File: config.mk
export PLATFORM = sky130hd
export DESIGN_NAME = vcd_dma
export DESIGN_NICKNAME = d
export VERILOG_FILES = /design/src/hdl/vcd_pkg.sv /design/src/hdl/vcd_port.sv /design/src/hdl/vcd_dma.sv
export SDC_FILE = /design/constraint.sdc
export NUM_CORES = 1
export LEC_CHECK = 0
export BUFFER_PORTS_ARGS = -buffer_cell sky130_fd_sc_hd__buf_2
export CORE_UTILIZATION = 55
export DETAILED_ROUTE_END_ITERATION = 10
export PLACE_DENSITY_LB_ADDON = 0.05
export SYNTH_ARGS = -nofsm -noshare
export SYNTH_HDL_FRONTEND = slang
export SYNTH_SLANG_ARGS = --single-unit
File: constraint.sdc
create_clock -name clk_i -period 4.25 [get_ports clk_i]
set_input_delay 0.85 -clock clk_i [delete_from_list [all_inputs] [get_ports clk_i]]
set_output_delay 0.85 -clock clk_i [all_outputs]
set_load 0.005 [all_outputs]
File: src/hdl/vcd_pkg.sv
`default_nettype none
package vcd_pkg;
  // register byte offsets on the wishbone slave
  localparam logic [7:0] A_CFG = 8'h00;
  localparam logic [7:0] A_START = 8'h04;
  localparam logic [7:0] A_XCNT = 8'h08;
  localparam logic [7:0] A_XMOD = 8'h0c;
  localparam logic [7:0] A_YCNT = 8'h10;
  localparam logic [7:0] A_YMOD = 8'h14;
  localparam logic [7:0] A_NDP = 8'h18;
  localparam logic [7:0] A_CUR = 8'h1c;
  localparam logic [7:0] A_STAT = 8'h20;
  localparam logic [7:0] A_PCTL = 8'h24;
  localparam logic [7:0] A_PFRM = 8'h28;
  localparam logic [7:0] A_PSTAT = 8'h2c;
  // channel configuration fields
  localparam int CFG_EN = 0;
  localparam int CFG_WW = 1;
  localparam int CFG_FLOW = 4;
  localparam int CFG_ND = 8;
  localparam int CFG_DIR = 12;
  localparam int CFG_IE = 13;
  localparam logic [1:0] WW_8 = 2'h0;
  localparam logic [1:0] WW_16 = 2'h1;
  localparam logic [3:0] FLOW_LIST = 4'h6;
  // status and port control bits
  localparam int ST_DONE = 0;
  localparam int ST_OVR = 1;
  localparam int PC_EN = 0;
  localparam int PC_ITU = 1;
  localparam int PS_FTE = 0;
  // reset values
  localparam logic [15:0] CFG_RST = 16'h0000;
  localparam logic [15:0] FRM_RST = 16'h020d;
  localparam logic [2:0] PCTL_RST = 3'h0;
  // dma channel serving the capture port
  localparam logic [3:0] DMA_MAP = 4'h0;
  // embedded sync code of the byte stream
  localparam logic [7:0] SYNC_FF = 8'hff;
  localparam logic [7:0] SYNC_00 = 8'h00;
  localparam int XY_H = 4;
  localparam int XY_V = 5;
  localparam int XY_F = 6;
  typedef enum logic [2:0] {
    S_IDLE = 3'b001,
    S_DESC = 3'b010,
    S_XFER = 3'b100
  } vcd_state_t;
endpackage
`default_nettype wire

File: src/hdl/vcd_port.sv
`timescale 1ns/1ps
`default_nettype none
module vcd_port (
  // clock and reset
  input wire logic clk_i,
  input wire logic rst_i,
  // decoder pins, foreign timing
  input wire logic vid_clk_i,
  input wire logic [7:0] vid_data_i,
  // settings from the register file
  input wire logic en_i,
  input wire logic itu_i,
  input wire logic [15:0] frame_lines_i,
  input wire logic ft_clr_i,
  // received bytes and status
  output logic [7:0] byte_o,
  output logic byte_vld_o,
  output logic frame_track_error_o
);
  logic ck1, ck2, ck3;
  logic [7:0] d1, d2;
  logic [23:0] h, next_h;
  logic act, next_act, fld, next_fld, seen, next_seen;
  logic [15:0] lines, next_lines;
  logic next_fte, next_vld, fr_end, vedge;
  logic [7:0] next_byte;
  localparam logic [7:0] SYNC_FF_W = vcd_pkg::SYNC_FF;
  localparam logic [7:0] SYNC_00_W = vcd_pkg::SYNC_00;

  // two flops per pin; ck3 only serves the edge finder
  always_ff @(posedge clk_i)
  begin
    if (rst_i)
    begin
      ck1 <= 1'b0;
      ck2 <= 1'b0;
      ck3 <= 1'b0;
      d1 <= 8'h00;
      d2 <= 8'h00;
    end
    else
    begin
      ck1 <= vid_clk_i;
      ck2 <= ck1;
      ck3 <= ck2;
      d1 <= vid_data_i;
      d2 <= d1;
    end
  end

  assign vedge = ck2 & ~ck3;

  // stream parser; the clear comes first so a new error wins
  always_comb
  begin
    next_h = h;
    next_act = act;
    next_fld = fld;
    next_seen = seen;
    next_lines = lines;
    next_fte = frame_track_error_o;
    next_vld = 1'b0;
    next_byte = byte_o;
    fr_end = 1'b0;
    if (ft_clr_i)
      next_fte = 1'b0;
    if (vedge && en_i)
    begin
      next_h = {h[15:0], d2};
      if (!itu_i)
      begin
        next_vld = 1'b1;
        next_byte = d2;
      end
      else if (h == {SYNC_FF_W, SYNC_00_W, SYNC_00_W})
      begin
        if (!d2[vcd_pkg::XY_H])
          next_act = ~d2[vcd_pkg::XY_V];
        else
        begin
          next_act = 1'b0;
          next_fld = d2[vcd_pkg::XY_F];
          if (fld && !d2[vcd_pkg::XY_F])
          begin
            fr_end = 1'b1;
            next_seen = 1'b1;
            next_lines = 16'h0001;
            if (seen && lines != frame_lines_i)
              next_fte = 1'b1;
          end
          else
            next_lines = lines + 16'h0001;
        end
      end
      else if (d2 == vcd_pkg::SYNC_FF)
        next_act = 1'b0;
      else if (act)
      begin
        next_vld = 1'b1;
        next_byte = d2;
      end
    end
  end

  // parser registers
  always_ff @(posedge clk_i)
  begin
    if (rst_i)
    begin
      h <= 24'h000000;
      act <= 1'b0;
      fld <= 1'b0;
      seen <= 1'b0;
      lines <= 16'h0000;
      frame_track_error_o <= 1'b0;
      byte_vld_o <= 1'b0;
      byte_o <= 8'h00;
    end
    else
    begin
      h <= next_h;
      act <= next_act;
      fld <= next_fld;
      seen <= next_seen;
      lines <= next_lines;
      frame_track_error_o <= next_fte;
      byte_vld_o <= next_vld;
      byte_o <= next_byte;
    end
  end
endmodule
`default_nettype wire

File: src/hdl/vcd_dma.sv
`timescale 1ns/1ps
`default_nettype none
// Function
// - inner and outer counts set how many words are moved; a count of zero moves one, as a count of one does
// - word width of 8, 16 or 32 bits chosen by configuration
// - address steps by the inner stride after each word, by the outer stride at a row end, and not after the last word
// - a next-descriptor pointer names the following descriptor
// - on enable, fetch the descriptor first, before any data moves; only done in list mode with a nonzero size
// - small list mode goes on to the next buffer by itself
// - four elements: pointer, address low, address high, configuration
// - configuration holds mode, width, size, direction, interrupt enable
// - with interrupts enabled, each finished buffer raises the interrupt
// - pointers are followed until a configuration with enable or list mode clear is loaded, so two descriptors can alternate
// - the capture port is served by channel zero by default
// - the port can take framing from codes embedded in the stream
// - the decoder sends 8 or 16 bits; the port takes eight
// - a line count unlike the frame length sets the frame track error
module vcd_dma (
  // clock and reset
  input wire logic clk_i,
  input wire logic rst_i,
  // wishbone register slave
  input wire logic wb_cyc_i,
  input wire logic wb_stb_i,
  input wire logic wb_we_i,
  input wire logic [7:0] wb_adr_i,
  input wire logic [3:0] wb_sel_i,
  input wire logic [31:0] wb_dat_i,
  output logic [31:0] wb_dat_o,
  output logic wb_ack_o,
  // wishbone memory master
  output logic m_cyc_o,
  output logic m_stb_o,
  output logic m_we_o,
  output logic [31:0] m_adr_o,
  output logic [3:0] m_sel_o,
  output logic [31:0] m_dat_o,
  input wire logic m_ack_i,
  input wire logic [31:0] m_dat_i,
  // video decoder pins
  input wire logic vid_clk_i,
  input wire logic [7:0] vid_data_i,
  // buffer completion interrupt
  output logic irq_o
);
  // byte lanes of one word at an address
  function automatic logic [3:0] lane_sel(input logic [1:0] w,
                                          input logic [1:0] a);
    case (w)
      vcd_pkg::WW_8: lane_sel = 4'h1 << a;
      vcd_pkg::WW_16: lane_sel = a[1] ? 4'hc : 4'h3;
      default: lane_sel = 4'hf;
    endcase
  endfunction

  // index of the last byte in a word
  function automatic logic [1:0] last_byte(input logic [1:0] w);
    case (w)
      vcd_pkg::WW_8: last_byte = 2'h0;
      vcd_pkg::WW_16: last_byte = 2'h1;
      default: last_byte = 2'h3;
    endcase
  endfunction

  // byte-enable merge of a register write
  function automatic logic [31:0] merge(input logic [31:0] o,
                                        input logic [31:0] n,
                                        input logic [3:0] s);
    for (int i = 0; i < 4; i++)
      merge[8*i +: 8] = s[i] ? n[8*i +: 8] : o[8*i +: 8];
  endfunction

  logic [15:0] cfg, next_cfg, xcnt, next_xcnt, xmod, next_xmod;
  logic [15:0] ycnt, next_ycnt, ymod, next_ymod, frm, next_frm;
  logic [15:0] xcur, next_xcur, ycur, next_ycur, ev;
  logic [31:0] start, next_start, ndp, next_ndp, fp, next_fp;
  logic [31:0] cur, next_cur, pack, next_pack, wdat, next_wdat, tmp;
  logic [31:0] cur_x, cur_y, next_rdat, next_madr, next_mdat;
  logic [1:0] elem, next_elem, pcnt, next_pcnt, ww;
  logic [3:0] flow, nd, next_msel;
  logic [2:0] pctl, next_pctl;
  logic wpend, next_wpend, done, next_done, ovr, next_ovr;
  logic halt, next_halt, next_mcyc, next_mwe, go, wr, rd, ft_clr;
  logic [7:0] pbyte;
  logic pvld, fte, listed;
  vcd_pkg::vcd_state_t st, next_st;

  assign ww = cfg[vcd_pkg::CFG_WW +: 2];
  assign flow = cfg[vcd_pkg::CFG_FLOW +: 4];
  assign nd = cfg[vcd_pkg::CFG_ND +: 4];
  assign listed = flow == vcd_pkg::FLOW_LIST && nd != 4'h0;
  assign wr = wb_cyc_i & wb_stb_i & ~wb_ack_o & wb_we_i;
  assign rd = wb_cyc_i & wb_stb_i & ~wb_ack_o & ~wb_we_i;
  assign ft_clr = wr && wb_adr_i == vcd_pkg::A_PSTAT && wb_sel_i[0]
    && wb_dat_i[vcd_pkg::PS_FTE];
  assign cur_x = cur + {{16{xmod[15]}}, xmod};
  assign cur_y = cur + {{16{ymod[15]}}, ymod};
  assign ev = fp[1] ? m_dat_i[31:16] : m_dat_i[15:0];

  // capture port; it feeds this channel, number zero
  vcd_port u_port (
    .clk_i(clk_i),
    .rst_i(rst_i),
    .vid_clk_i(vid_clk_i),
    .vid_data_i(vid_data_i),
    .en_i(pctl[vcd_pkg::PC_EN]),
    .itu_i(pctl[vcd_pkg::PC_ITU]),
    .frame_lines_i(frm),
    .ft_clr_i(ft_clr),
    .byte_o(pbyte),
    .byte_vld_o(pvld),
    .frame_track_error_o(fte)
  );

  // register file and channel; hardware updates follow software ones
  always_comb
  begin
    next_cfg = cfg; next_start = start; next_xcnt = xcnt;
    next_xmod = xmod; next_ycnt = ycnt; next_ymod = ymod;
    next_ndp = ndp; next_fp = fp; next_cur = cur;
    next_xcur = xcur; next_ycur = ycur; next_elem = elem;
    next_pcnt = pcnt; next_pack = pack; next_wdat = wdat;
    next_wpend = wpend; next_done = done; next_ovr = ovr;
    next_halt = halt; next_pctl = pctl; next_frm = frm;
    next_st = st; next_mcyc = m_cyc_o; next_mwe = m_we_o;
    next_madr = m_adr_o; next_msel = m_sel_o; next_mdat = m_dat_o;
    next_rdat = wb_dat_o; go = 1'b0; tmp = 32'h0;
    // read answer, unmapped reads give zero
    if (rd)
      case (wb_adr_i)
        vcd_pkg::A_CFG: next_rdat = {16'h0, cfg};
        vcd_pkg::A_START: next_rdat = start;
        vcd_pkg::A_XCNT: next_rdat = {16'h0, xcnt};
        vcd_pkg::A_XMOD: next_rdat = {16'h0, xmod};
        vcd_pkg::A_YCNT: next_rdat = {16'h0, ycnt};
        vcd_pkg::A_YMOD: next_rdat = {16'h0, ymod};
        vcd_pkg::A_NDP: next_rdat = ndp;
        vcd_pkg::A_CUR: next_rdat = cur;
        vcd_pkg::A_STAT: next_rdat = {29'h0, st != vcd_pkg::S_IDLE, ovr, done};
        vcd_pkg::A_PCTL: next_rdat = {29'h0, pctl};
        vcd_pkg::A_PFRM: next_rdat = {16'h0, frm};
        vcd_pkg::A_PSTAT: next_rdat = {24'h0, vcd_pkg::DMA_MAP, 3'h0, fte};
        default: next_rdat = 32'h0;
      endcase
    if (wr)
      case (wb_adr_i)
        vcd_pkg::A_CFG: begin tmp = merge({16'h0, cfg}, wb_dat_i, wb_sel_i);
          next_cfg = tmp[15:0]; end
        vcd_pkg::A_START: next_start = merge(start, wb_dat_i, wb_sel_i);
        vcd_pkg::A_XCNT: begin tmp = merge({16'h0, xcnt}, wb_dat_i, wb_sel_i);
          next_xcnt = tmp[15:0]; end
        vcd_pkg::A_XMOD: begin tmp = merge({16'h0, xmod}, wb_dat_i, wb_sel_i);
          next_xmod = tmp[15:0]; end
        vcd_pkg::A_YCNT: begin tmp = merge({16'h0, ycnt}, wb_dat_i, wb_sel_i);
          next_ycnt = tmp[15:0]; end
        vcd_pkg::A_YMOD: begin tmp = merge({16'h0, ymod}, wb_dat_i, wb_sel_i);
          next_ymod = tmp[15:0]; end
        vcd_pkg::A_NDP: next_ndp = merge(ndp, wb_dat_i, wb_sel_i);
        vcd_pkg::A_STAT: if (wb_sel_i[0])
        begin
          next_done = done & ~wb_dat_i[vcd_pkg::ST_DONE];
          next_ovr = ovr & ~wb_dat_i[vcd_pkg::ST_OVR];
        end
        vcd_pkg::A_PCTL: if (wb_sel_i[0]) next_pctl = wb_dat_i[2:0];
        vcd_pkg::A_PFRM: begin tmp = merge({16'h0, frm}, wb_dat_i, wb_sel_i);
          next_frm = tmp[15:0]; end
        default: tmp = 32'h0;
      endcase
    if (!cfg[vcd_pkg::CFG_EN])
      next_halt = 1'b0;
    unique case (st)
      vcd_pkg::S_IDLE:
        if (cfg[vcd_pkg::CFG_EN] && !halt)
        begin
          if (listed)
          begin
            next_fp = ndp;
            next_elem = 2'h0;
            next_st = vcd_pkg::S_DESC;
          end
          else
          begin
            go = 1'b1;
            next_st = vcd_pkg::S_XFER;
          end
        end
      vcd_pkg::S_DESC:
        if (!m_cyc_o)
        begin
          next_mcyc = 1'b1;
          next_mwe = 1'b0;
          next_madr = {fp[31:2], 2'h0};
          next_msel = fp[1] ? 4'hc : 4'h3;
        end
        else if (m_ack_i)
        begin
          next_mcyc = 1'b0;
          next_fp = fp + 32'h2;
          next_elem = elem + 2'h1;
          unique case (elem)
            2'h0: next_ndp = {ndp[31:16], ev};
            2'h1: next_start = {start[31:16], ev};
            2'h2: next_start = {ev, start[15:0]};
            2'h3: next_cfg = ev;
          endcase
          if ({2'h0, elem} + 4'h1 >= nd)
          begin
            if (elem == 2'h3 && !ev[vcd_pkg::CFG_EN])
              next_st = vcd_pkg::S_IDLE;
            else
            begin
              go = 1'b1;
              next_st = vcd_pkg::S_XFER;
            end
          end
        end
      vcd_pkg::S_XFER:
        if (!m_cyc_o && wpend)
        begin
          next_mcyc = 1'b1;
          next_mwe = 1'b1;
          next_madr = {cur[31:2], 2'h0};
          next_msel = lane_sel(ww, cur[1:0]);
          next_mdat = wdat;
        end
        else if (m_cyc_o && m_ack_i)
        begin
          next_mcyc = 1'b0;
          next_mwe = 1'b0;
          next_wpend = 1'b0;
          if (xcur > 16'h0001)
          begin
            next_xcur = xcur - 16'h0001;
            next_cur = cur_x;
          end
          else if (ycur > 16'h0001)
          begin
            next_ycur = ycur - 16'h0001;
            next_xcur = xcnt;
            next_cur = cur_y;
          end
          else
          begin
            next_done = 1'b1;
            if (listed)
            begin
              next_fp = ndp;
              next_elem = 2'h0;
              next_st = vcd_pkg::S_DESC;
            end
            else
            begin
              next_halt = 1'b1;
              next_st = vcd_pkg::S_IDLE;
            end
          end
        end
      default: next_st = vcd_pkg::S_IDLE;
    endcase
    if (go)
    begin
      next_xcur = next_xcnt;
      next_ycur = next_ycnt;
      next_cur = next_start;
    end
    // disabling stops the channel once the bus is free
    if (!cfg[vcd_pkg::CFG_EN] && !m_cyc_o)
      next_st = vcd_pkg::S_IDLE;
    // bytes gather into words; a word with no room counts as overrun
    if (st == vcd_pkg::S_IDLE || !cfg[vcd_pkg::CFG_DIR])
      next_pcnt = 2'h0;
    else if (pvld)
    begin
      next_pack[{pcnt, 3'h0} +: 8] = pbyte;
      next_pcnt = pcnt + 2'h1;
      if (pcnt == last_byte(ww))
      begin
        next_pcnt = 2'h0;
        if (next_wpend)
          next_ovr = 1'b1;
        else
        begin
          next_wpend = 1'b1;
          next_wdat = ww == vcd_pkg::WW_8 ? {4{next_pack[7:0]}} :
            ww == vcd_pkg::WW_16 ? {2{next_pack[15:0]}} : next_pack;
        end
      end
    end
  end

  // registers of the slave, channel and master
  always_ff @(posedge clk_i)
  begin
    if (rst_i)
    begin
      cfg <= vcd_pkg::CFG_RST; start <= 32'h0; xcnt <= 16'h0;
      xmod <= 16'h0; ycnt <= 16'h0; ymod <= 16'h0; ndp <= 32'h0;
      fp <= 32'h0; cur <= 32'h0; xcur <= 16'h0; ycur <= 16'h0;
      elem <= 2'h0; pcnt <= 2'h0; pack <= 32'h0; wdat <= 32'h0;
      wpend <= 1'b0; done <= 1'b0; ovr <= 1'b0; halt <= 1'b0;
      pctl <= vcd_pkg::PCTL_RST; frm <= vcd_pkg::FRM_RST;
      st <= vcd_pkg::S_IDLE; m_cyc_o <= 1'b0; m_stb_o <= 1'b0;
      m_we_o <= 1'b0; m_adr_o <= 32'h0; m_sel_o <= 4'h0;
      m_dat_o <= 32'h0; wb_dat_o <= 32'h0; wb_ack_o <= 1'b0;
      irq_o <= 1'b0;
    end
    else
    begin
      cfg <= next_cfg; start <= next_start; xcnt <= next_xcnt;
      xmod <= next_xmod; ycnt <= next_ycnt; ymod <= next_ymod;
      ndp <= next_ndp; fp <= next_fp; cur <= next_cur;
      xcur <= next_xcur; ycur <= next_ycur; elem <= next_elem;
      pcnt <= next_pcnt; pack <= next_pack; wdat <= next_wdat;
      wpend <= next_wpend; done <= next_done; ovr <= next_ovr;
      halt <= next_halt; pctl <= next_pctl; frm <= next_frm;
      st <= next_st; m_cyc_o <= next_mcyc; m_stb_o <= next_mcyc;
      m_we_o <= next_mwe; m_adr_o <= next_madr; m_sel_o <= next_msel;
      m_dat_o <= next_mdat; wb_dat_o <= next_rdat; wb_ack_o <= wr | rd;
      irq_o <= next_done & next_cfg[vcd_pkg::CFG_IE];
    end
  end
endmodule
`default_nettype wire

==> results.py, run 1 <==
metrics = {
    "power_and_ir_drop": {
        "ir_drop_v": 0.000326,
        "power_per_cell_area_nw_per_um2": 363,
        "leakage_nw": 10.5,
    },
    "timing": {
        "whs_ns": 0.448,
        "slew_violations": 0,
        "setup_violations": 0,
        "min_period_ns": 4.07,
        "post-route-period-util_pct": 95.9,
        "hold_viol": 0,
        "max_freq_mhz": 245,
        "fin_skew_ns": 0.0233,
        "relSlewSlack_pct": 22.7,
        "worstMarginPinSlew_ns": 1.15,
    },
    "die": {
        "dieHeight_microns": 213,
        "io_pins": 196,
        "coreArea_sq_um": 44100,
        "rows": 77,
        "initial_utilization_pct": 55.7,
        "die_x_microns": 213,
        "design.die.area_sq_um": 45500,
    },
    "cts": {
        "clkSinkCount": 507,
        "cts-hold-fix-buffers": 0,
        "htree_num_levels": 2,
        "clk_pin_slew_ns": 0.06,
        "cts_tree": "yes",
        "cts_buffers": 54,
        "root_buffer": "clkbuf_16",
        "clock_latency_ns": 0.62,
        "cts_max_path_buffers": 3,
    },
    "final_layout": {
        "fillers": 3985,
        "drive_gt1_share_pct": 14.1,
        "mostFrequentLayoutCell": "dfxtp_1",
        "final_nets": 3322,
        "layout_common_cells": "dfxtp_1 (507), nand2_1 (470), nor2_1 (387)",
        "final_cell_area_sq_um": 28200,
        "area_growth_pct": 14.9,
        "finalNonFillerCells": 3817,
    },
    "synth": {
        "synth_area_leaders": "dfxtp_1 (41%), nand2_1 (7.2%), a21oi_1 (6.1%), nor2_1 (6.1%), clkbuf_1 (3.2%)",
        "synthAdderAreaFrac_pct": 2.68,
        "synth-xor-area-share_pct": 2.39,
        "netlist_area_sq_um": 24600,
        "synthSimpleGateAreaFrac_pct": 21.7,
        "synth_compound_area_share_pct": 23.2,
        "synth_seq_cells": 507,
        "synth.area.mux_share_pct": 4.31,
        "synth_ff_type": "dfxtp_1",
        "async_flop_share_pct": 0,
        "synth_top_cell_by_area": "dfxtp_1",
        "syn_inst": 3072,
        "synth_top_family_by_area": "compound AO/OA/AOI/OAI gates",
        "synth_top_cell_area_share_pct": 41.3,
        "yosysSeqAreaShare_pct": 41.3,
        "synth_cell_types": 77,
        "syn_area_per_cell_sq_um": 8.00,
        "synth_edf_count": 0,
        "synth_warnings": 0,
    },
    "worst_setup_path": {
        "crit_type": "register to register",
        "worst_ep_arrival_time_ns": 4.61,
        "worst-r2r-setup-slack_ns": 0.18,
        "required_ns": 4.78,
        "critPathMaxFanout": 16,
        "cp-start-kind": "register",
        "cpMaxStageDelayCell": "or4_4",
        "cp_cell_sequence": "or4_4 -> nor3_4 -> nand3_4 -> buf_12 -> mux2_2 -> ha_1 -> a21o_1 -> a21o_1 -> a221o_1 -> a21o_1 -> a21o_1 -> a221oi_4 -> a21oi_2 -> or3_1 -> a31oi_1",
        "endpoint_kind": "register",
        "slowest_delay_ns": 0.55,
        "critPathMostFrequentCell": "a21o_1",
    },
    "worst_hold_path": {
        "hold_class": "register to register",
    },
    "placement": {
        "gp_congestion": 0.981,
        "place_inst": 3712,
        "placed_area_sq_um": 26200,
        "place_hpwl_microns": 61500,
        "port_buffers": 193,
    },
    "routing": {
        "postRouteWirelength_microns": 86100,
        "vias": 24100,
        "wl_per_cell_microns": 22.6,
        "vias_per_cell": 6.33,
        "first_iter_violations": 2709,
        "drc_errors": 0,
        "ant_nets": 0,
        "dr.pass1.iters": 6,
    },
    "global_routing": {
        "grtUsageTotal_pct": 37.2,
        "grt.overflow.total": 0,
        "antenna_found_initial": 3,
        "grt_max_degree": 194,
        "grt_pass1_wl_microns": 130000,
        "grt_pass1_vias": 21900,
    },
    "run": {
        "cap_violations": 0,
    },
    "run_status": {
        "status": "complete, no violations",
    },
}
## kinds of logic (layout without fill, tap and decap cells)
group,count (synthesis),in the layout
other,1,4
multiplexers,102,102
flip-flops,507,507
AND/OR/NAND/NOR,1208,1208
AO/OA/AOI/OAI,856,856
buffers and inverters,279,429
adder cells (fa/ha/maj),52,52
XOR/XNOR,67,67
## final cells by class
class / count / area [sq um] / area share, %
Multi-Input combinational cell: 2287 / 13500 / 47.7
Tap cell: 592 / 741 / 2.62
Timing Repair Buffer: 288 / 1750 / 6.21
Sequential cell: 507 / 10100 / 36.0
Clock inverter: 27 / 413 / 1.46
Antenna cell: 2 / 5.00 / 0.0177
Clock buffer: 73 / 1550 / 5.50
Inverter: 41 / 154 / 0.545
## cells in the mapped netlist, types with 42 or more instances
| cell | instances |
|---|---|
| o21ai_0 | 97 |
| mux2i_1 | 71 |
| a211oi_1 | 100 |
| a221oi_1 | 52 |
| ha_1 | 51 |
| nand3_1 | 120 |
| nand2_1 | 470 |
| a22oi_1 | 42 |
| dfxtp_1 | 507 |
| a311oi_1 | 62 |
| nor2b_1 | 52 |
| clkbuf_1 | 208 |
| nor2_1 | 397 |
| a21oi_1 | 300 |
## critical path, delay by kind of cell, from the launching register on
| kind | cells | cell delay (ns) |
|---|---|---|
| compound gates | 8 | 1.70 |
| simple gates | 4 | 1.22 |
| fa+ha+maj | 1 | 0.29 |
| mux | 1 | 0.29 |
| flops | 1 | 0.33 |
| buf+inv | 1 | 0.17 |
## stage by stage
step	power [mW]	setup slack (ns)	setup TNS, ns	util [%]
after floorplan	5.02	0.0187	0	-
after global routing	10.5	-0.00884	-0.00884	64.0
after global placement	5.15	-0.0345	-0.0345	59.3
final	10.3	0.176	0	64.0
after CTS	10.3	0.0403	0	63.9
after detailed placement	5.15	-0.0749	-0.169	59.3
## sequential cells by signal, indices dropped and copies added (netlist names), 30 cells and up
signal and cells:
m_dat_o 32, pack 32, start 32, m_adr_o 30, cur 32, wdat 32, ndp 32, wb_dat_o 32
fp 31
## path summary, 6_finish.rpt
path,start,endpoint,cells past startpoint
setup / recovery,xcur[5]$_SDFFE_PP0P_,cur[30]$_SDFFE_PP0P_,15
hold / removal,u_port.d1[2]$_SDFF_PP0_,u_port.d2[2]$_SDFF_PP0_,1
setup reg to reg,xcur[5]$_SDFFE_PP0P_,cur[30]$_SDFFE_PP0P_,15
hold reg to reg,u_port.d1[2]$_SDFF_PP0_,u_port.d2[2]$_SDFF_PP0_,1
## routing by layer
layer | vias up | wire (microns) | track usage [%]
met5 | - | 11 | 0
met2 | 1138 | 38600 | 58.5
li1 | 11300 | - | -
met1 | 11500 | 36500 | 50.1
met3 | 222 | 7400 | 7.25
met4 | 2 | 3580 | 14.6
## power breakdown
group	switching, mW	total (mW)	internal (mW)	leakage (nW)
Combinational	0.198	0.269	0.0714	5.47
Clock	2.04	5.21	3.17	0.958
Sequential	0.0123	4.78	4.77	4.09
## repair_timing
item | CTS | global route
resized for setup | 1 | 9
endpoints found under the setup margin | 5 | 9
buffers inserted | 2 | 1
pin swaps | 1 | 7
Power figures use the tool's default switching activity.
==> run 2: changes to the inputs <==
--- a/config.mk
+++ b/config.mk
@@ -6,7 +6,7 @@
 export NUM_CORES = 1
 export LEC_CHECK = 0
 export BUFFER_PORTS_ARGS = -buffer_cell sky130_fd_sc_hd__buf_2
-export CORE_UTILIZATION = 55
+export CORE_UTILIZATION = 40
 export DETAILED_ROUTE_END_ITERATION = 10
 export PLACE_DENSITY_LB_ADDON = 0.05
 export SYNTH_ARGS = -nofsm -noshare
==> run 2 against run 1 <==
Compared with the run above: maximum frequency down 1.7%; final cell count up 6.0%; die area up 37%; non-clock buffer count up 30; clock skew down 0.0060 ns; critical endpoint unchanged; routed wire length up 8.7%; combinational power up 5%; critical path depth unchanged.
==> results.py, run 2 (synthesis gave the netlist of run 1 again) <==
metrics = {
    "global_routing": {
        "grt.overflow.total": 0,
        "grt_pass1_vias": 22300,
        "grt_max_degree": 173,
        "grt_pass1_wl_microns": 140000,
        "grtUsageTotal_pct": 29.0,
        "antenna_found_initial": 6,
    },
    "timing": {
        "fin_skew_ns": 0.0173,
        "relSlewSlack_pct": 25.9,
        "post-route-period-util_pct": 97.6,
        "whs_ns": 0.439,
        "worstMarginPinSlew_ns": 1.10,
        "max_freq_mhz": 241,
        "hold_viol": 0,
        "setup_violations": 0,
        "fin_ws_ns": 0.104,
        "rsz0062_at_grt": "yes",
        "min_period_ns": 4.15,
        "slew_violations": 0,
    },
    "placement": {
        "port_buffers": 193,
        "place_inst": 3929,
        "placed_area_sq_um": 26600,
        "gp_congestion": 0.938,
        "dpl_worst_slack_ns": -0.0962,
        "place_hpwl_microns": 68400,
    },
    "final_layout": {
        "finalNonFillerCells": 4046,
        "fillers": 5969,
        "multi_input_area_sq_um": 13500,
        "drive_gt1_share_pct": 15.2,
        "finish.utilization_pct": 47.7,
        "final_nets": 3356,
        "area_growth_pct": 17.3,
        "seq_area_sq_um": 10100,
        "final_cell_area_sq_um": 28800,
        "mostFrequentLayoutCell": "dfxtp_1",
        "layout_common_cells": "dfxtp_1 (507), nand2_1 (470), nor2_1 (387)",
    },
    "power_and_ir_drop": {
        "leakage_nw": 10.7,
        "power_per_cell_area_nw_per_um2": 366,
        "ir_drop_v": 0.000278,
    },
    "cts": {
        "htree_num_levels": 2,
        "cts-hold-fix-buffers": 0,
        "clkSinkCount": 507,
        "cts_max_path_buffers": 3,
        "clk_pin_slew_ns": 0.06,
        "root_buffer": "clkbuf_16",
        "cts_buffers": 58,
        "cts_tree": "yes",
        "clock_latency_ns": 0.64,
    },
    "worst_setup_path": {
        "crit_type": "register to register",
        "critPathMaxFanout": 16,
        "slowest_delay_ns": 0.55,
        "worst_ep_arrival_time_ns": 4.70,
        "required_ns": 4.80,
        "cp-start-kind": "register",
        "cp_cell_sequence": "or4_4 -> nor3_4 -> nand3_4 -> buf_12 -> mux2_2 -> ha_1 -> a21o_1 -> a21o_1 -> a221o_1 -> a21o_1 -> a21o_1 -> a221oi_4 -> a21oi_2 -> or3_1 -> a31oi_1",
        "critPathMostFrequentCell": "a21o_1",
        "cpMaxStageDelayCell": "or4_4",
        "endpoint_kind": "register",
    },
    "die": {
        "rows": 90,
        "initial_utilization_pct": 40.6,
        "design.die.area_sq_um": 62400,
        "dieHeight_microns": 250,
        "die_x_microns": 250,
        "io_pins": 196,
        "coreArea_sq_um": 60500,
    },
    "routing": {
        "wl_per_cell_microns": 23.1,
        "drc_errors": 0,
        "first_iter_violations": 2169,
        "ant_nets": 0,
        "postRouteWirelength_microns": 93600,
        "dr.pass1.iters": 9,
        "vias": 23900,
        "vias_per_cell": 5.90,
    },
    "worst_hold_path": {
        "hold_class": "input port to register",
    },
    "run_status": {
        "status": "complete, no violations",
    },
    "run": {
        "cap_violations": 0,
    },
}
[run 2: cell types whose count changed in the layout (fill, tap and decap cells not counted), moves of 3 or more]
cell       before  now
buf_4          90  120
clkbuf_16      54   60
clkbuf_8       13   10
clkinv_2       10   17
[run 2: path summary, 6_finish.rpt]
path,start,end,slack (ns),cells after the start
setup / recovery,xcur[5]$_SDFFE_PP0P_,cur[30]$_SDFFE_PP0P_,0.10,15
hold / removal,vid_data_i[6],u_port.d1[6]$_SDFF_PP0_,0.44,2
setup reg to reg,xcur[5]$_SDFFE_PP0P_,cur[30]$_SDFFE_PP0P_,0.10,15
hold reg to reg,u_port.d1[0]$_SDFF_PP0_,u_port.d2[0]$_SDFF_PP0_,0.45,1
[run 2: critical path, delay by kind of cell, from the launching register on]
| kind | cells | cell delay, ns |
|---|---|---|
| compound gates | 8 | 1.78 |
| buf+inv | 1 | 0.17 |
| mux | 1 | 0.30 |
| simple gates | 4 | 1.21 |
| fa+ha+maj | 1 | 0.30 |
| flops | 1 | 0.31 |
[run 2: per-stage QoR]
step / TNS [ns] / power [mW]
after floorplan: 0 / 5.02
after global placement: -0.0420 / 5.16
after detailed placement: -0.286 / 5.16
after CTS: 0 / 10.6
after global routing: -0.0554 / 10.8
final: 0 / 10.5
[run 2: routing by layer]
metal	GRT usage, %	up-vias	routed length (microns)
li1	-	11400	-
met1	39.4	11500	41400
met2	46.4	870	42500
met3	4.94	157	6680
met4	10.0	4	3010
met5	0	-	27
[run 2: final cells by class]
cell class	count	share of cell area [%]
Antenna cell	2	0.0174
Clock buffer	76	5.77
Clock inverter	33	1.50
Inverter	41	0.534
Multi-Input combinational cell	2287	46.7
Sequential cell	507	35.2
Tap cell	782	3.40
Timing Repair Buffer	318	6.86
[run 2: what timing repair did]
action                                  CTS  global route
pin swaps                                 1             5
buffers inserted                          1             5
gates resized for setup                   1             7
endpoints found under the setup margin    5             9
[run 2: power breakdown]
group	internal, mW	switching [mW]
sequential	4.77	0.0118
clock	3.30	2.17
combinational	0.0751	0.207
total	8.14	2.39
